[src/shared/mtr_pkg.sv]
// Register map, field layout and reset values of the threshold/output/unlock
// register bank. Shared by the core and the bench.
package mtr_pkg;

  // Direct register addresses
  localparam logic [5:0] MTR_ADDR_LOCK_KEY  = 6'h1E;
  localparam logic [5:0] MTR_ADDR_CTRL_SEL  = 6'h18;
  localparam logic [5:0] MTR_ADDR_CTRL_DATA = 6'h22;
  localparam logic [5:0] MTR_ADDR_STATUS    = 6'h02;

  // Indirect selector indices
  localparam logic [4:0] MTR_SEL_Y_TH     = 5'h03;
  localparam logic [4:0] MTR_SEL_X_TH     = 5'h04;
  localparam logic [4:0] MTR_SEL_Z_THRESH = 5'h05;
  localparam logic [4:0] MTR_SEL_BUF_CFG  = 5'h0B;

  // Unlock key bytes, in order
  localparam logic [7:0] MTR_KEY_0 = 8'h00;
  localparam logic [7:0] MTR_KEY_1 = 8'h50;
  localparam logic [7:0] MTR_KEY_2 = 8'hA0;

  // Threshold reset value per product variant
  localparam logic [7:0] MTR_TH_RST_A = 8'h10;
  localparam logic [7:0] MTR_TH_RST_B = 8'h08;
  localparam logic [7:0] MTR_TH_RST_C = 8'h1B;

  // Output control fields
  localparam int         MTR_OC_X_BIT   = 4;
  localparam int         MTR_OC_Y_BIT   = 3;
  localparam int         MTR_OC_Z_BIT   = 2;
  localparam logic [7:0] MTR_OC_RST     = 8'h1C;
  localparam logic [7:0] MTR_OC_MASK    = 8'h1F;
  localparam logic [7:0] MTR_XZ_TH_MASK = 8'h3F;
  localparam logic [7:0] MTR_Y_TH_MASK  = 8'h7F;
  localparam int         MTR_STATUS_LOCK_BIT = 5;

  // Buffer rate field codes
  localparam logic [1:0] MTR_RATE_DIV2 = 2'h1;
  localparam logic [1:0] MTR_RATE_DIV4 = 2'h2;

  typedef enum logic [1:0] {
    MTR_VAR_A,
    MTR_VAR_B,
    MTR_VAR_C
  } mtr_variant_e;

  // Unlock sequence progress
  typedef enum logic [1:0] {
    MTR_LK_IDLE,
    MTR_LK_GOT0,
    MTR_LK_GOT1,
    MTR_LK_OPEN
  } mtr_lock_e;

  // Register access request
  typedef struct packed {
    logic       wr;
    logic [5:0] addr;
    logic [7:0] wdata;
  } mtr_req_s;

  // Thresholds as used by the motion detector
  typedef struct packed {
    logic [7:0] x;
    logic [7:0] y;
    logic [7:0] z;
  } mtr_thresh_s;

  // Ring buffer path controls
  typedef struct packed {
    logic x_en;
    logic y_en;
    logic z_en;
    logic keep;
  } mtr_buf_ctl_s;

endpackage

[src/core/mtr_regs.sv]
// Threshold, output control and unlock registers of the accelerometer.
// Assumes a serial frame decoder delivering one access per req_valid_i
// pulse, synchronous to clock_i.
`timescale 1ns/100ps

// What this block does
// - Hold 8-bit Z threshold for motion detector
// - Thresholds reset to variant constant 10h/08h/1Bh
// - Thresholds are unsigned absolute magnitudes
// - X,Z use bits 5:0; Y uses 6:0
// - Output bit 4 enables X buffering
// - Output bit 3 enables Y buffering
// - Output bit 2 enables Z buffering
// - Rate field: 10 quarter, 01 half, else full
// - Rate reduction only on ring buffer path
// - Key 00h,50h,A0h in order opens lock
// - Any wrong key byte closes lock
// - Lock state readable as status bit
// - Output control at selector index 01011
// - Z threshold at selector index 00101
// - Selector points data register at target
// - Data register write updates selected register, only while unlocked
// - Selector writes only accepted while unlocked
module mtr_regs #(
  parameter mtr_pkg::mtr_variant_e VARIANT = mtr_pkg::MTR_VAR_A
) (
  // Clock and reset
  input  wire logic                 clock_i,
  input  wire logic                 rst_n_i,
  // Register access
  input  wire logic                 req_valid_i,
  input  wire mtr_pkg::mtr_req_s    req_i,
  output logic [7:0]                rdata_o,
  // Calibrated sample strobe toward buffer path
  input  wire logic                 sample_i,
  // Motion detector and buffer controls
  output mtr_pkg::mtr_thresh_s      thresh_o,
  output mtr_pkg::mtr_buf_ctl_s     buf_ctl_o,
  output logic                      unlocked_o
);
  import mtr_pkg::*;

  localparam logic [7:0] TH_RST = (VARIANT == MTR_VAR_B) ? MTR_TH_RST_B :
                                  (VARIANT == MTR_VAR_C) ? MTR_TH_RST_C :
                                                           MTR_TH_RST_A;

  mtr_lock_e  lock_q, lock_d;
  logic [7:0] key_q, key_d;
  logic [4:0] sel_q, sel_d;
  logic [7:0] xth_q, xth_d, yth_q, yth_d, zth_q, zth_d;
  logic [7:0] oc_q, oc_d;
  logic [7:0] ind_rd;
  logic [1:0] div_q, div_d;
  logic       keep_q, keep_d;
  logic [7:0] rdata_q, rdata_d;
  logic       wr_key, wr_sel, wr_data;

  assign wr_key  = req_valid_i && req_i.wr && req_i.addr == MTR_ADDR_LOCK_KEY;
  assign wr_sel  = req_valid_i && req_i.wr && req_i.addr == MTR_ADDR_CTRL_SEL;
  assign wr_data = req_valid_i && req_i.wr && req_i.addr == MTR_ADDR_CTRL_DATA;

  // Unlock sequence
  always_comb begin
    lock_d = lock_q;
    key_d  = key_q;
    if (wr_key) begin
      key_d = req_i.wdata;
      unique case (lock_q)
        MTR_LK_IDLE, MTR_LK_OPEN: lock_d = (req_i.wdata == MTR_KEY_0) ?
                                           MTR_LK_GOT0 : MTR_LK_IDLE;
        MTR_LK_GOT0: lock_d = (req_i.wdata == MTR_KEY_1) ?
                              MTR_LK_GOT1 : MTR_LK_IDLE;
        MTR_LK_GOT1: lock_d = (req_i.wdata == MTR_KEY_2) ?
                              MTR_LK_OPEN : MTR_LK_IDLE;
      endcase
    end
  end

  // Indirect register writes
  always_comb begin
    sel_d = sel_q;
    xth_d = xth_q;
    yth_d = yth_q;
    zth_d = zth_q;
    oc_d  = oc_q;
    if (wr_sel && lock_q == MTR_LK_OPEN)
      sel_d = req_i.wdata[4:0];
    if (wr_data && lock_q == MTR_LK_OPEN) begin
      unique case (sel_q)
        MTR_SEL_X_TH:     xth_d = req_i.wdata;
        MTR_SEL_Y_TH:     yth_d = req_i.wdata;
        MTR_SEL_Z_THRESH: zth_d = req_i.wdata;
        MTR_SEL_BUF_CFG:  oc_d  = req_i.wdata & MTR_OC_MASK;
        default:          ;
      endcase
    end
  end

  always_comb begin
    unique case (sel_q)
      MTR_SEL_X_TH:     ind_rd = xth_q;
      MTR_SEL_Y_TH:     ind_rd = yth_q;
      MTR_SEL_Z_THRESH: ind_rd = zth_q;
      MTR_SEL_BUF_CFG:  ind_rd = oc_q;
      default:          ind_rd = 8'h00;
    endcase
  end

  // Read data, registered one cycle after request
  always_comb begin
    rdata_d = rdata_q;
    if (req_valid_i && !req_i.wr) begin
      unique case (req_i.addr)
        MTR_ADDR_LOCK_KEY:  rdata_d = key_q;
        MTR_ADDR_CTRL_SEL:  rdata_d = {3'h0, sel_q};
        MTR_ADDR_CTRL_DATA: rdata_d = ind_rd;
        MTR_ADDR_STATUS:    rdata_d = (lock_q == MTR_LK_OPEN) ?
                                      (8'h01 << MTR_STATUS_LOCK_BIT) :
                                      8'h00;
        default:            rdata_d = 8'h00;
      endcase
    end
  end

  // Buffer rate reduction; direct outputs unaffected
  always_comb begin
    div_d  = div_q;
    keep_d = 1'b0;
    if (sample_i) begin
      div_d = 2'(div_q + 2'h1);
      unique case (oc_q[1:0])
        MTR_RATE_DIV2: keep_d = (div_q[0] == 1'b0);
        MTR_RATE_DIV4: keep_d = (div_q == 2'h0);
        default:       keep_d = 1'b1;
      endcase
    end
  end

  always_ff @(posedge clock_i or negedge rst_n_i) begin
    if (!rst_n_i) begin
      lock_q  <= MTR_LK_IDLE;
      key_q   <= 8'h00;
      sel_q   <= 5'h00;
      xth_q   <= TH_RST;
      yth_q   <= TH_RST;
      zth_q   <= TH_RST;
      oc_q    <= MTR_OC_RST;
      div_q   <= 2'h0;
      keep_q  <= 1'b0;
      rdata_q <= 8'h00;
    end else begin
      lock_q  <= lock_d;
      key_q   <= key_d;
      sel_q   <= sel_d;
      xth_q   <= xth_d;
      yth_q   <= yth_d;
      zth_q   <= zth_d;
      oc_q    <= oc_d;
      div_q   <= div_d;
      keep_q  <= keep_d;
      rdata_q <= rdata_d;
    end
  end

  // Only used bits reach the detector, unsigned
  assign thresh_o.x = xth_q & MTR_XZ_TH_MASK;
  assign thresh_o.y = yth_q & MTR_Y_TH_MASK;
  assign thresh_o.z = zth_q & MTR_XZ_TH_MASK;
  assign buf_ctl_o.x_en = oc_q[MTR_OC_X_BIT];
  assign buf_ctl_o.y_en = oc_q[MTR_OC_Y_BIT];
  assign buf_ctl_o.z_en = oc_q[MTR_OC_Z_BIT];
  assign buf_ctl_o.keep = keep_q;
  assign unlocked_o     = (lock_q == MTR_LK_OPEN);
  assign rdata_o        = rdata_q;

  AST_KEY_OPENS: assert property (
    @(posedge clock_i) disable iff (!rst_n_i)
    (wr_key && req_i.wdata == MTR_KEY_2 && lock_q == MTR_LK_GOT1)
    |=> unlocked_o)
    else $error("key sequence did not open lock");
  // Only the final key byte after the first two may open the lock
  AST_BAD_KEY_CLOSES: assert property (
    @(posedge clock_i) disable iff (!rst_n_i)
    (wr_key && !(req_i.wdata == MTR_KEY_2 && lock_q == MTR_LK_GOT1))
    |=> !unlocked_o)
    else $error("wrong key left lock open");
  AST_SEL_LOCKED: assert property (
    @(posedge clock_i) disable iff (!rst_n_i)
    !unlocked_o |=> $stable(sel_q))
    else $error("selector changed while locked");
  AST_SEL_WRITE: assert property (
    @(posedge clock_i) disable iff (!rst_n_i)
    (wr_sel && unlocked_o) |=> sel_q == $past(req_i.wdata[4:0]))
    else $error("selector write lost");
  AST_Z_WRITE: assert property (
    @(posedge clock_i) disable iff (!rst_n_i)
    (wr_data && unlocked_o && sel_q == MTR_SEL_Z_THRESH)
    |=> zth_q == $past(req_i.wdata))
    else $error("Z threshold not written");
  AST_Z_HOLD: assert property (
    @(posedge clock_i) disable iff (!rst_n_i)
    !wr_data |=> $stable(zth_q))
    else $error("Z threshold changed");
  AST_DATA_LOCKED: assert property (
    @(posedge clock_i) disable iff (!rst_n_i)
    !unlocked_o |=> $stable(oc_q))
    else $error("output control changed while locked");
  AST_OC_RSVD: assert property (
    @(posedge clock_i) disable iff (!rst_n_i)
    oc_q[7:5] == 3'h0)
    else $error("reserved output bits set");
  AST_OC_WRITE: assert property (
    @(posedge clock_i) disable iff (!rst_n_i)
    (wr_data && unlocked_o && sel_q == MTR_SEL_BUF_CFG)
    |=> buf_ctl_o.x_en == $past(req_i.wdata[MTR_OC_X_BIT]))
    else $error("output control write lost");
  AST_DIV2: assert property (
    @(posedge clock_i) disable iff (!rst_n_i)
    (sample_i && oc_q[1:0] == MTR_RATE_DIV2 && div_q[0])
    |=> !buf_ctl_o.keep)
    else $error("divide by two leaked sample");
  AST_DIV4: assert property (
    @(posedge clock_i) disable iff (!rst_n_i)
    (sample_i && oc_q[1:0] == MTR_RATE_DIV4 && div_q != 2'h0)
    |=> !buf_ctl_o.keep)
    else $error("divide by four leaked sample");
  AST_STATUS: assert property (
    @(posedge clock_i) disable iff (!rst_n_i)
    (req_valid_i && !req_i.wr && req_i.addr == MTR_ADDR_STATUS)
    |=> rdata_o[MTR_STATUS_LOCK_BIT] == $past(unlocked_o))
    else $error("status lock bit wrong");
endmodule

[config.mk]
export PLATFORM = sky130hd
export DESIGN_NAME = mtr_regs
export DESIGN_NICKNAME = d
export VERILOG_FILES = /design/src/shared/mtr_pkg.sv /design/src/core/mtr_regs.sv
export SDC_FILE = /design/constraint.sdc
export NUM_CORES = 1
export LEC_CHECK = 0
export ABC_AREA = 0
export BUFFER_PORTS_ARGS = -buffer_cell sky130_fd_sc_hd__buf_2
export CORE_MARGIN = 2
export CORE_UTILIZATION = 50
export DETAILED_ROUTE_END_ITERATION = 10
export GPL_TIMING_DRIVEN = 0
export PLACE_DENSITY = 0.82
export SYNTH_ARGS = -nofsm -noshare
export SYNTH_HDL_FRONTEND = slang
export SYNTH_SLANG_ARGS = --single-unit
[constraint.sdc]
create_clock -name clock_i -period 2 [get_ports clock_i]
set_input_delay 0.5 -clock clock_i [delete_from_list [all_inputs] [get_ports clock_i]]
set_output_delay 0.5 -clock clock_i [all_outputs]
set_load 0.01 [all_outputs]
==> impl_results.md <==
- Predominant post-synthesis flop cell: dfrtp_1
- Top cell type's share of synthesized area: a little over two fifths
- Top cells by area, synth: dfrtp_1 43%, mux2_2 16%, buf_4 7.3%
- Residual DRC count: 0
- I/O pin total: 56
- Final Skew: 0.0147 ns
- Max_slew headroom: slightly below 20%
- Total wire length: around 6300 µm
- NumNets Final: approximately 330
- Crit-path slowest cell: or4b_4
- CP Cell Sequence: or4b_4 > buf_6 > nor3_4 > buf_4 > mux2_2
- F_max: just over 500 MHz
- H-tree lvl count: 2
- Seq cells post-synth: 55
- Post-synthesis async set-or-reset flop share: 100%
- Placed Area: 0.00324 mm²
- Syn. warnings: 0
- CTS Sinks: 55
- Status: finished clean
- Largest family of logic cells by synthesized area: multiplexers
- Fraction of synthesized cell area in xor and xnor cells: less than 1%
- Setup CP Type: register to register
- Final setup vio count: 0
- Required @ worst endpoint: between 2 and 2.5 ns
- Final Cycle Share: roughly 98%
- PwrDens: slightly below 600 mW/mm²
- Total of max-cap violations: 0
- Yosys top cell by area: dfrtp_1
- Crit. End Element: register
- Synth Area in Compound Gates: under 10%
- Clock slew at reported path FFs: about 0.11 ns
- Total gr overflow: 0
- Diodes inserted: 0
- Utilization after layout: just over 60%
- Mapped Area: 0.00288 mm²
- Seq/Total Area, Yosys: approximately 48%
- CTS Buf Count: 5
- First-pass GRT wire length: a little over 10000 µm
- Final hold vios: 0
- Critical path launch point type: register
- Mux cell area share after synthesis: about a fifth
- Fill cells: between 400 and 500
- DR iter-0 viols: about 130
- WHS: slightly below 0.4 ns
- TritonCTS clock tree: done
- Hold crit path type: input port to register
- Synthesis-to-finish area growth: 19.4%
- Leak: between 1.5 and 2 nW
- Multi-input logic area: about 0.0013 mm²
- Routability congestion estimate: a little under 0.9
- Cell count after synthesis: ~240
- Floorplan row count: 27
- Tot GR Track Use: 20.9%
- Worst-margin pin slew: between 1 and 1.5 ns
- Register area: around 0.0014 mm²
- EDFF count, synth: 0
- Hold buffer count at cts: 0
- Initial antenna violation count: 0
- Die X: 79.9 µm
- Vias in the first global route: slightly above 2000
- Final instance area: around 0.0034 mm²
- Skew-Pair Late Insertion Delay: roughly 0.32 ns
- CP Max Fanout: 6
- Avg Inst Size Synth: roughly 12 µm²
- Period minus WS final: just under 2 ns
- Post-DP HPWL: 4300 µm
- Largest net degree at the start of global routing: between 50 and 60
- Average wire per standard cell: around 16 µm
- Power Total: around 2 mW
- Routed vias/inst: about 5.4
- Slew Limit Fails: 0
- Full die area: between 0.006 and 0.007 mm²
- Starting density of the core: 52.1%
- Detailed-router iteration count before antenna repair: 4
- Crit-path max cell delay: approximately 0.56 ns
- Distinct cell type count after synthesis: 42
- Port bufs: 50
- Peak supply drop: ~390 µV
- Unrepaired setup endpoints after global routing: yes
- Critical path data arrival time: 2.17 ns
- Via Count: around 2100
- Clock Tree Buf Depth: 2
- Setup WS post-layout: 0.0308 ns
- Core area: 0.00554 mm²
- Post-Synth Adder-Cell Area: under 10%
- Share of cells above drive strength 1: between 50% and 60%
- Area share of and/or/nand/nor cells after synthesis: roughly 11%
- DP Worst Slack: -0.411 ns
- DRT antenna net count: 0
- Clk root buf: clkbuf_8
- Die Y: 79.9 µm
## routing by layer
layer	track usage [%]	vias up	wire, µm
met5	0	-	0
li1	-	976	-
met2	33.9	66	3010
met3	4.41	6	364
met1	28.9	1027	2850
met4	4.75	0	53
## state kept, by name (all words and copies together) (netlist names)
register and cells:
key_q 8, rdata_o 8, xth_q 8, yth_q 8, zth_q 8, oc_q 5, sel_q 5, div_q 2
lock_q 2, keep_q 1
## critical path, delay by kind of cell (launching register included)
family	cells	cell delay, ns
buffers and inverters	2	0.31
flip-flops	1	0.48
multiplexers	1	0.33
AND/OR/NAND/NOR	2	0.74
## Yosys cell counts, types with 2 or more instances
library cell  instances
a21oi_1               2
a221oi_1              9
a22o_1                4
a22oi_1               6
a32o_1                4
and2_1                2
and3_1                2
and4b_1               3
buf_2                 5
buf_4                28
clkbuf_1              5
dfrtp_1              49
dfstp_2               6
ha_1                  6
inv_1                 6
mux2_2               42
mux2i_1               6
nand2_1               9
nand4b_1              2
nor2_1               11
nor2_2                2
nor2b_1               4
o21ai_0               6
o2bb2ai_1             3
or4_1                 2
## kinds of logic after synthesis
family	count (synthesis)
DFF	55
muxes	49
buffers and inverters	44
xor gates and xnor gates	1
adders and majority gates	6
AOI/OAI and AO/OA	36
and+or+nand+nor	49
other	1
## cells in the final DEF (no fill, tap or decap), types with 4 or more instances in the layout
cell,n
conb_1,5
nor2b_1,4
dfrtp_1,47
nor2_1,10
buf_2,51
a22o_1,4
a221oi_1,9
o21ai_0,6
nand2_1,9
a22oi_1,6
mux2_2,42
ha_1,6
inv_1,6
a32o_1,4
mux2i_1,6
buf_4,38
dfstp_2,6
clkbuf_8,5
## final cells by class
type / count / area share [%]
Clock inverter: 3 / 0.654
Clock buffer: 5 / 2.00
Buffer: 35 / 7.38
Tap cell: 72 / 2.62
Sequential cell: 55 / 40.3
Inverter: 6 / 0.654
Timing Repair Buffer: 59 / 9.34
Multi-Input combinational cell: 146 / 37.1
## power by group
| group | total, mW | switching (mW) | internal [mW] |
|---|---|---|---|
| combinational | 0.194 | 0.116 | 0.0784 |
| clock | 0.632 | 0.380 | 0.252 |
| sequential | 1.18 | 0.0239 | 1.16 |
| total | 2.01 | 0.520 | 1.49 |
## worst paths after layout
| kind | startpoint | to | slack, ns | cells past startpoint |
|---|---|---|---|---|
| min in group asynchronous | rst_n_i | zth_q[5]$_DFFE_PN0P_ | 0.43 | 1 |
| min reg2reg | div_q[0]$_DFFE_PN0P_ | div_q[0]$_DFFE_PN0P_ | 0.48 | 1 |
| max reg2reg | sel_q[1]$_DFFE_PN0P_ | xth_q[7]$_DFFE_PN0P_ | 0.03 | 5 |
| min | sample_i | div_q[0]$_DFFE_PN0P_ | 0.39 | 2 |
| max in group asynchronous | rst_n_i | sel_q[4]$_DFFE_PN0P_ | 0.75 | 1 |
| max | sel_q[1]$_DFFE_PN0P_ | xth_q[7]$_DFFE_PN0P_ | 0.03 | 5 |
## timing repair
| item | 4_1_cts | 5_1_grt |
|---|---|---|
| setup buffers | 2 | 7 |
| setup endpoints to repair | 30 | 47 |
| gates resized for setup | 8 | 11 |
| pin swaps | 2 | 3 |
| endpoints found under the hold margin | 0 | 0 |
## stage by stage
step | setup TNS, ns | cells
3_3_place_gp | -12.50 | 367
3_5_place_dp | -13.76 | 367
5_1_grt | -0.252 | 381
2_1_floorplan | 0 | 245
4_1_cts | 0 | 375
6_report | 0 | 381
(Power assumes the default switching activity.)
